--- config.mk ---
export PLATFORM = sky130hd
export DESIGN_NAME = servo_torque_limit_select
export DESIGN_NICKNAME = d
export VERILOG_FILES = /design/src/hw/torque_limit_pkg.sv /design/src/hw/servo_torque_limit_select.sv
export SDC_FILE = /design/constraint.sdc
export NUM_CORES = 1
export LEC_CHECK = 0
export BUFFER_PORTS_ARGS = -buffer_cell sky130_fd_sc_hd__buf_4
export CAP_MARGIN = 20
export CORE_UTILIZATION = 40
export DETAILED_ROUTE_END_ITERATION = 8
export PLACE_DENSITY = 0.54
export REMOVE_ABC_BUFFERS = 1
export SLEW_MARGIN = 20
export SYNTH_ARGS = -nofsm -noshare
export SYNTH_HDL_FRONTEND = slang
export SYNTH_SLANG_ARGS = --single-unit
export TNS_END_PERCENT = 100
--- constraint.sdc ---
create_clock -name aclk -period 31.9 [get_ports aclk]
set_clock_uncertainty 0.1 [all_clocks]
set_input_delay 6.38 -clock aclk [delete_from_list [all_inputs] [get_ports aclk]]
set_output_delay 6.38 -clock aclk [all_outputs]
set_load 0.1 [all_outputs]
--- src/hw/torque_limit_pkg.sv ---
// constants, register map and carrier types for the torque limit selector
package torque_limit_pkg;
  localparam int unsigned DATA_W = 32; // bus data width
  localparam int unsigned PCT_W = 10; // percent field width, holds 0..1023
  localparam logic [9:0] PCT_MAX = 10'h12C; // full torque, 300 percent
  localparam logic [9:0] GAIN_RST = 10'h01E; // gain after reset, 30 percent per volt
  localparam logic [9:0] LIMIT_RST = 10'h12C; // table entries after reset
  localparam int unsigned ENTRIES = 8; // operation data entries
  localparam int unsigned MV_W = 16; // signed millivolt sample width
  localparam int MV_PER_V = 1000; // millivolts in one volt
  // register byte offsets
  localparam logic [7:0] OFF_CTRL = 8'h00; // bit0 analog enable, bit1 auto offset
  localparam logic [7:0] OFF_GAIN = 8'h04; // analog gain, percent per volt
  localparam logic [7:0] OFF_OFFS = 8'h08; // offset voltage, signed millivolts
  localparam logic [7:0] OFF_CMD = 8'h0C; // write bit0: capture offset
  localparam logic [7:0] OFF_STAT = 8'h10; // read: live state
  localparam logic [7:0] OFF_IRQ = 8'h14; // sticky events, write one to clear
  localparam logic [7:0] OFF_MASK = 8'h18; // interrupt mask
  localparam logic [7:0] OFF_TABLE = 8'h20; // eight limit words from here
  // field positions
  localparam int unsigned CTRL_ANA = 0; // analog enable request
  localparam int unsigned CTRL_AUTO = 1; // automatic offset enable
  localparam int unsigned CTRL_FREE = 2; // after-stop mode, 1 = free
  localparam int unsigned IRQ_W = 2; // event count
  localparam int unsigned EV_TLC_RISE = 0; // limit reached
  localparam int unsigned EV_CAPTURE = 1; // offset captured
  localparam logic [1:0] RESP_OKAY = 2'h0; // axi okay
  localparam logic [1:0] RESP_SLVERR = 2'h2; // axi slave error
  // selection result handed between the select and clamp stages
  typedef struct packed {
    logic [2:0] entry; // selected entry number
    logic [9:0] limit; // selected limit in percent
  } sel_type;
endpackage : torque_limit_pkg

--- src/hw/servo_torque_limit_select.sv ---
// torque limit table, analog limit path, clamp and status with axi4-lite registers
module servo_torque_limit_select #(
  parameter int unsigned GAIN_W = 10
) (
  input wire logic aclk,
  input wire logic aresetn,
  input wire logic [7:0] s_axi_awaddr,
  input wire logic s_axi_awvalid,
  output logic s_axi_awready,
  input wire logic [31:0] s_axi_wdata,
  input wire logic [3:0] s_axi_wstrb,
  input wire logic s_axi_wvalid,
  output logic s_axi_wready,
  output logic [1:0] s_axi_bresp,
  output logic s_axi_bvalid,
  input wire logic s_axi_bready,
  input wire logic [7:0] s_axi_araddr,
  input wire logic s_axi_arvalid,
  output logic s_axi_arready,
  output logic [31:0] s_axi_rdata,
  output logic [1:0] s_axi_rresp,
  output logic s_axi_rvalid,
  input wire logic s_axi_rready,
  input wire logic torque_limit_enable_in, // high: limit active
  input wire logic data_select_bit0, // entry select, lsb
  input wire logic data_select_bit1,
  input wire logic data_select_bit2, // entry select, msb
  input wire logic signed [15:0] analog_mv_in, // analog command, signed millivolts
  input wire logic [9:0] torque_demand_in, // loop torque request, percent
  input wire logic servo_on_in, // excitation request in servo lock mode
  output logic [9:0] torque_cmd_out, // torque after clamp, percent
  output logic [9:0] active_limit_out, // limit in force, percent
  output logic [2:0] entry_sel_out, // entry shared with speed and accel tables
  output logic torque_limiting_status_out, // limit reached
  output logic motor_energized_out, // motor excited
  output logic hold_position_out, // command position still refreshed
  output logic irq
);
  localparam int unsigned E = torque_limit_pkg::ENTRIES;

  // configuration and table storage
  logic ana_req_r = 1'b1; // requested analog enable, power-on value enabled, kept through reset
  logic ana_live_r; // analog enable in force
  logic auto_r; // automatic offset enable
  logic free_mode_r; // after-stop mode, 1 = free
  logic [GAIN_W-1:0] gain_r; // percent per volt
  logic signed [15:0] offs_r; // offset voltage, millivolts
  logic [9:0] table_r [E]; // digital limit entries
  logic [torque_limit_pkg::IRQ_W-1:0] ev_r; // sticky events
  logic [torque_limit_pkg::IRQ_W-1:0] mask_r; // interrupt mask
  logic strap_done_r; // first cycle after reset release seen

  // axi handshake state
  logic aw_held_r, w_held_r; // address or data taken, waiting for the other
  logic [7:0] awaddr_r;
  logic [31:0] wdata_r;
  logic [3:0] wstrb_r;

  // write channel: take address and data in either order
  wire aw_take = s_axi_awvalid && s_axi_awready;
  wire w_take = s_axi_wvalid && s_axi_wready;
  wire aw_have = aw_held_r || aw_take;
  wire w_have = w_held_r || w_take;
  wire do_write = aw_have && w_have && !s_axi_bvalid;
  wire aw_held_nxt = aw_have && !do_write; // address waits for its data
  wire w_held_nxt = w_have && !do_write; // data waits for its address
  wire bvalid_nxt = do_write || (s_axi_bvalid && !s_axi_bready); // response stands until taken
  wire [7:0] wa = aw_held_r ? awaddr_r : s_axi_awaddr;
  wire [31:0] wd = w_held_r ? wdata_r : s_axi_wdata;
  wire [3:0] ws = w_held_r ? wstrb_r : s_axi_wstrb;
  wire ws_lo = ws[0]; // low byte lane
  wire ws_hi = ws[1]; // second byte lane

  // decode used by both read and write paths
  function automatic logic in_table(input logic [7:0] a);
    return a[7:5] == torque_limit_pkg::OFF_TABLE[7:5] && a[1:0] == 2'h0;
  endfunction
  function automatic logic mapped(input logic [7:0] a);
    return in_table(a) || a == torque_limit_pkg::OFF_CTRL || a == torque_limit_pkg::OFF_GAIN
      || a == torque_limit_pkg::OFF_OFFS || a == torque_limit_pkg::OFF_CMD
      || a == torque_limit_pkg::OFF_STAT || a == torque_limit_pkg::OFF_IRQ
      || a == torque_limit_pkg::OFF_MASK;
  endfunction

  wire wr_ctrl = do_write && wa == torque_limit_pkg::OFF_CTRL && ws_lo;
  wire wr_gain = do_write && wa == torque_limit_pkg::OFF_GAIN;
  wire wr_offs = do_write && wa == torque_limit_pkg::OFF_OFFS;
  wire wr_irq = do_write && wa == torque_limit_pkg::OFF_IRQ && ws_lo;
  wire wr_mask = do_write && wa == torque_limit_pkg::OFF_MASK && ws_lo;
  wire wr_tab = do_write && in_table(wa);
  wire [2:0] tab_idx = wa[4:2];
  // capture only while automatic offset is enabled
  wire capture = do_write && wa == torque_limit_pkg::OFF_CMD && ws_lo && wd[0] && auto_r;

  // merged 10-bit field write with byte lanes
  wire [9:0] gain_wr = {ws_hi ? wd[9:8] : 2'(gain_r[9:8]), ws_lo ? wd[7:0] : 8'(gain_r[7:0])};
  wire [9:0] tab_old = table_r[tab_idx];
  wire [9:0] tab_wr = {ws_hi ? wd[9:8] : tab_old[9:8], ws_lo ? wd[7:0] : tab_old[7:0]};
  // values above 300 percent are saturated, keeping entries in range
  wire [9:0] tab_sat = (tab_wr > torque_limit_pkg::PCT_MAX) ? torque_limit_pkg::PCT_MAX : tab_wr;
  wire [9:0] gain_sat = (gain_wr > torque_limit_pkg::PCT_MAX) ? torque_limit_pkg::PCT_MAX : gain_wr;
  wire [15:0] offs_wr = {ws_hi ? wd[15:8] : offs_r[15:8], ws_lo ? wd[7:0] : offs_r[7:0]};

  // axi write handshake; bresp is slverr for unmapped addresses
  always_ff @(posedge aclk) begin
    if (!aresetn) begin
      aw_held_r <= 1'b0;
      w_held_r <= 1'b0;
      awaddr_r <= 8'h00;
      wdata_r <= 32'h0000_0000;
      wstrb_r <= 4'h0;
      s_axi_bvalid <= 1'b0;
      s_axi_bresp <= torque_limit_pkg::RESP_OKAY;
      s_axi_awready <= 1'b1; // ready while in reset
      s_axi_wready <= 1'b1;
    end else begin
      if (aw_take) begin
        awaddr_r <= s_axi_awaddr;
      end
      if (w_take) begin
        wdata_r <= s_axi_wdata;
        wstrb_r <= s_axi_wstrb;
      end
      aw_held_r <= aw_held_nxt;
      w_held_r <= w_held_nxt;
      s_axi_bvalid <= bvalid_nxt;
      if (do_write) begin
        s_axi_bresp <= mapped(wa) ? torque_limit_pkg::RESP_OKAY : torque_limit_pkg::RESP_SLVERR;
      end
      // ready only while that channel is empty and no response is pending; built from
      // next-state terms so the ports come straight from flip-flops
      s_axi_awready <= !aw_held_nxt && !bvalid_nxt;
      s_axi_wready <= !w_held_nxt && !bvalid_nxt;
    end
  end

  // configuration registers; analog enable is latched once after reset
  always_ff @(posedge aclk) begin
    if (!aresetn) begin
      ana_live_r <= 1'b1;
      strap_done_r <= 1'b0;
      auto_r <= 1'b0;
      free_mode_r <= 1'b0;
      gain_r <= GAIN_W'(torque_limit_pkg::GAIN_RST);
      offs_r <= 16'h0000;
      mask_r <= '0;
    end else begin
      strap_done_r <= 1'b1;
      // the requested value reaches the live copy only across a reset
      if (!strap_done_r) begin
        ana_live_r <= ana_req_r;
      end
      if (wr_ctrl) begin
        auto_r <= wd[torque_limit_pkg::CTRL_AUTO];
        free_mode_r <= wd[torque_limit_pkg::CTRL_FREE];
      end
      if (wr_gain) begin
        gain_r <= GAIN_W'(gain_sat);
      end
      if (capture) begin
        offs_r <= analog_mv_in;
      end else if (wr_offs) begin
        offs_r <= offs_wr;
      end
      if (wr_mask) begin
        mask_r <= wd[torque_limit_pkg::IRQ_W-1:0];
      end
    end
  end

  // analog enable request has no reset, so a request survives the reset that stands in for
  // a power cycle; the live copy only picks it up after that reset
  always_ff @(posedge aclk) begin
    if (aresetn && wr_ctrl) begin
      ana_req_r <= wd[torque_limit_pkg::CTRL_ANA];
    end
  end

  // limit table, one word per entry
  generate
    for (genvar i = 0; i < E; i++) begin : g_tab
      always_ff @(posedge aclk) begin
        if (!aresetn) begin
          table_r[i] <= torque_limit_pkg::LIMIT_RST;
        end else if (wr_tab && tab_idx == 3'(i)) begin
          table_r[i] <= tab_sat;
        end
      end
    end
  endgenerate

  // analog limit: gain times (volts minus offset), saturated
  wire signed [16:0] diff_mv = 17'(analog_mv_in) - 17'(offs_r);
  wire [15:0] diff_pos = diff_mv[16] ? 16'h0000 : (diff_mv[15] ? 16'h7FFF : diff_mv[15:0]);
  wire [31:0] prod = 32'(diff_pos) * 32'(gain_r);
  wire [31:0] ana_pct = prod / 32'(torque_limit_pkg::MV_PER_V);
  wire [9:0] ana_lim = (ana_pct > 32'(torque_limit_pkg::PCT_MAX)) ?
    torque_limit_pkg::PCT_MAX : ana_pct[9:0];

  // selection: one entry number for every parameter
  wire [2:0] entry = {data_select_bit2, data_select_bit1, data_select_bit0};
  wire use_ana = ana_live_r && entry[2:1] == 2'h0;
  torque_limit_pkg::sel_type sel;
  assign sel.entry = entry;
  assign sel.limit = use_ana ? ana_lim : table_r[entry];

  // clamp stage
  wire [9:0] lim_now = torque_limit_enable_in ? sel.limit : torque_limit_pkg::PCT_MAX;
  wire zero_hold = free_mode_r && torque_limit_enable_in && sel.limit == 10'h000;
  wire [9:0] cmd_nxt = (torque_demand_in > lim_now) ? lim_now : torque_demand_in;
  wire reach_nxt = torque_limit_enable_in && torque_demand_in >= sel.limit;
  wire energ_nxt = free_mode_r ? !zero_hold : servo_on_in;
  logic reach_r;

  // registered outputs; release of the enable drops the clamp next cycle
  always_ff @(posedge aclk) begin
    if (!aresetn) begin
      torque_cmd_out <= 10'h000;
      active_limit_out <= torque_limit_pkg::PCT_MAX;
      entry_sel_out <= 3'h0;
      reach_r <= 1'b0;
      motor_energized_out <= 1'b0;
      hold_position_out <= 1'b0;
    end else begin
      torque_cmd_out <= cmd_nxt;
      active_limit_out <= lim_now;
      entry_sel_out <= sel.entry;
      reach_r <= reach_nxt;
      motor_energized_out <= energ_nxt;
      hold_position_out <= 1'b1;
    end
  end
  assign torque_limiting_status_out = reach_r;

  // events, set wins over write-one-clear
  wire [torque_limit_pkg::IRQ_W-1:0] ev_set = {capture, reach_nxt && !reach_r};
  wire [torque_limit_pkg::IRQ_W-1:0] ev_clr = wr_irq ? wd[torque_limit_pkg::IRQ_W-1:0] : '0;
  always_ff @(posedge aclk) begin
    if (!aresetn) begin
      ev_r <= '0;
      irq <= 1'b0;
    end else begin
      ev_r <= (ev_r & ~ev_clr) | ev_set;
      irq <= |(((ev_r & ~ev_clr) | ev_set) & mask_r);
    end
  end

  // read path, one cycle after acceptance
  wire [31:0] stat_word = {16'h0000, ana_live_r, torque_limiting_status_out,
    entry_sel_out, 1'b0, active_limit_out};
  wire [7:0] ra = s_axi_araddr;
  wire [31:0] rd_nxt =
    in_table(ra) ? {22'h0, table_r[ra[4:2]]} :
    ra == torque_limit_pkg::OFF_CTRL ? {29'h0, free_mode_r, auto_r, ana_req_r} :
    ra == torque_limit_pkg::OFF_GAIN ? 32'(gain_r) :
    ra == torque_limit_pkg::OFF_OFFS ? {16'h0000, offs_r} :
    ra == torque_limit_pkg::OFF_STAT ? stat_word :
    ra == torque_limit_pkg::OFF_IRQ ? 32'(ev_r) :
    ra == torque_limit_pkg::OFF_MASK ? 32'(mask_r) : 32'h0000_0000;
  wire ar_take = s_axi_arvalid && s_axi_arready;
  wire rvalid_nxt = ar_take || (s_axi_rvalid && !s_axi_rready); // data stands until taken
  always_ff @(posedge aclk) begin
    if (!aresetn) begin
      s_axi_rvalid <= 1'b0;
      s_axi_rdata <= 32'h0000_0000;
      s_axi_rresp <= torque_limit_pkg::RESP_OKAY;
      s_axi_arready <= 1'b1; // ready while in reset
    end else begin
      s_axi_rvalid <= rvalid_nxt;
      s_axi_arready <= !rvalid_nxt; // one read outstanding at most
      if (ar_take) begin
        s_axi_rdata <= rd_nxt;
        s_axi_rresp <= mapped(ra) ? torque_limit_pkg::RESP_OKAY : torque_limit_pkg::RESP_SLVERR;
      end
    end
  end
endmodule // servo_torque_limit_select

==> run_results.csv <==
group,metric,value,unit
status,status,"finished, final reports clean",
final_layout,nFillCells,5212,
global_route,grt_pass1_wl,101,mm
sta,min_period,28.89,ns
setup_path,r2r_setup_slack,8.63,ns
die,core-area,51500,µm²
drt,drc_errors,0,
synthesis,synth_compound_area_share,23.2,%
synthesis,muxShareOfSynthArea,9.15,%
synthesis,synthFlopType,"dfxtp_1",
global_route,grt_max_degree,65,
setup_path,critPathCaptureType,"flip-flop",
clock_network,clkSlewWorstSetupHoldPaths,0.07,ns
clock_network,cts_sinks,192,
hold_path,min-delay-start,"wdata_r[5]",
sta,layout_setup_ws,3.01,ns
hold_path,hold_path_end,"wdata_r[5]",
synthesis,synth_edf_count,81,
synthesis,synth_top_family_by_area,"compound AO/OA/AOI/OAI gates",
drt,maxUsedRoutingLayer,"met4",
synthesis,synthXorXnorAreaFrac,3.33,%
sta,tns,0,ns
synthesis,synth.largest_area_cell,"edfxtp_1",
global_route,antenna_found_initial,1,
place,post-place-ws,2.97,ns
place,place_area,22300,µm²
final_layout,drive_above_1_share,13.9,%
setup_path,crit_required,32.18,ns
die,die_area,53200,µm²
die,die_w,231,µm
clock_network,clk_path_buf_depth,2,
sta,finalHoldViolCount,0,
hold_path,min_path_type,"flip-flop to flip-flop",
sta,worstMarginPinSlew,1.15,ns
place,io_buffers,121,
die,start_util,40.6,%
clock_network,clkLatencyLatePin,0.45,ns
synthesis,ys_seq_area_share,22.3,%
clock_network,cts_resized,0,
final_layout,area_delta_synth_final,9.55,%
clock_network,root_buffer,"clkbuf_16",
setup_path,worst_path_max_delay_cell,"a211oi_2",
sta,period_share,90.6,%
sta,holdWs,0.354,ns
drt,drt-vias-per-instance,5.87,
setup_path,timing.rr.start,"offs_r[1]",
setup_path,cp-start-kind,"primary input",
drt,wl_met1,28.1,mm
place,gp_routability_congestion,0.928,
drt,vias,18717,
sta,setup_viol,0,
sta,slew_viol_final,0,
final_layout,seq_area,4650,µm²
drt,dr_wl_met3,2.98,mm
setup_path,cp.arrival,29.17,ns
synthesis,postSynth.asyncResetShare,0,%
global_route,grt_usage,24.1,%
drt,drt-initial-drc-count,1323,
die,rows,83,
setup_path,max_stage_delay,0.87,ns
setup_path,r2r-end,"torque_cmd_out[4]",
synthesis,synthTopCellsByArea,"edfxtp_1, dfxtp_1, fa_1",
synthesis,synth-seq-cells,192,
drt,drt-total-wl,64.7,mm
clock_network,cts_tree,"done",
drt,wl_met2,31.5,mm
final_layout,layout.nets,2785,
clock_network,post_cts_buffers,0,
hold_path,hold_depth,2,
setup_path,worstRegToRegCells,76,
synthesis,synth_top_area_share,11.6,%
global_route,gr-total-overflow,0,
synthesis,avgSynthCellArea,8.53,µm²
synthesis,synth.yosys.warnings,0,
synthesis,synth-simple-area-share,20.4,%
drt,ant_nets,0,
clock_network,hold_buffers,0,
sta,slew_headroom,22.5,%
die,pin_count,158,
final_layout,final_area,22900,µm²
setup_path,critPathKind,"primary input to flip-flop",
run,drv_cap,0,
drt,drt_pass1_iterations,6,
place,place_hpwl,49.5,mm
die,die_h,231,µm
synthesis,synth_area,20900,µm²
synthesis,synthAdderAreaFrac,15.7,%
final_layout,multi_input_area,15100,µm²
final_layout,num_antenna_cells,0,
setup_path,cp_max_fo,19,
drt,wire_per_inst,20.3,µm
clock_network,ctsHtreeMaxLevel,4,
sta,rsz0062_at_grt,"no",
sta,fmax,34.6,MHz
global_route,first_global_vias,18128,
setup_path,setup.worst_path.start,"analog_mv_in[1]",
synthesis,synth_cell_types,128,
clock_network,cts_made_buffers,17,
synthesis,synthCells,2449,
-- cell usage in the layout, fill, tap and decap left out, types with 13 or more instances in the layout --
cell type / instances
mux4_2: 44
o211ai_1: 27
or3_1: 13
nand2_1: 315
o21ai_1: 19
xor2_1: 22
conb_1: 26
nor2b_1: 15
mux2i_1: 56
fa_1: 103
inv_1: 153
o31ai_1: 13
a21oi_1: 166
dfxtp_1: 111
a21o_1: 39
nand4_1: 18
ha_1: 95
o21ai_0: 69
xnor2_1: 50
clkbuf_16: 19
edfxtp_1: 81
o21a_1: 31
a31oi_1: 23
and2_1: 104
a211oi_1: 43
mux2_2: 26
buf_4: 147
nand3_1: 52
a311oi_1: 13
nand2b_1: 21
a22oi_1: 16
nor3_1: 48
nor2_1: 228
-- flip-flops by register name, summed over array words and instances (netlist names), 2 cells and up --
name,flops
wdata_r,16
offs_r,16
entry_sel_out,3
torque_cmd_out,10
mask_r,2
active_limit_out,10
gain_r,10
ev_r,2
s_axi_rdata,16
wstrb_r,2
table_r,80
awaddr_r,8
-- worst max path at each step --
stage / to / slack (ns) / depth (start not counted)
after floorplan: torque_cmd_out[4] / 5.54 / 75
after global placement: torque_cmd_out[4] / 2.78 / 76
after detailed placement: torque_cmd_out[4] / 2.97 / 76
after CTS: torque_cmd_out[4] / 3.36 / 76
after global routing: torque_cmd_out[4] / 1.60 / 77
final: torque_cmd_out[4] / 3.01 / 76
-- critical path: cells and delay by family --
family | cells | cell delay [ns]
buffers and inverters | 7 | 0.47
AO/OA/AOI/OAI | 40 | 12.95
adder cells (fa/ha/maj) | 9 | 4.01
multiplexers | 2 | 0.78
AND/OR/NAND/NOR | 14 | 3.02
XOR/XNOR | 4 | 1.50
-- cell type report --
type                       count  area share (%)
timing repair buffer         147            4.82
clock buffer                  25            2.35
clock inverter                 6           0.191
multi-input combinational   1986            66.1
sequential                   192            20.3
tap                          680            3.72
inverter                     153            2.51
-- cell families after synthesis --
logic type      count (synthesis)
simple gates                  892
compound gates                659
buf+inv                       296
fa+ha+maj                     201
flops                         192
mux                           132
xor+xnor                       76
other cells                     1
-- cells in the mapped netlist, drive strengths merged (44+ instances only) --
cell / instances
a211oi: 50
a21oi: 173
and2: 107
buf: 60
clkbuf: 83
dfxtp: 111
edfxtp: 81
fa: 103
ha: 95
inv: 152
mux2i: 61
mux4: 44
nand2: 315
nand3: 54
nor2: 231
nor3: 53
o21ai: 92
xnor2: 53
-- metal layers --
layer	track usage, %	vias up
met3	2.79	91
met2	41.5	598
met5	0	-
met4	9.13	0
li1	-	8917
met1	30.9	9111
-- per-stage QoR --
stage	std cells	util [%]
global placement	3158	43.3
finish	3189	44.4
detailed placement	3158	43.3
CTS	3189	44.4
floorplan	2331	-
global route	3189	44.4
Power is left out: the tool's default activity adds up to more than one toggle a clock period on the data nets, which glitch-free logic cannot reach.
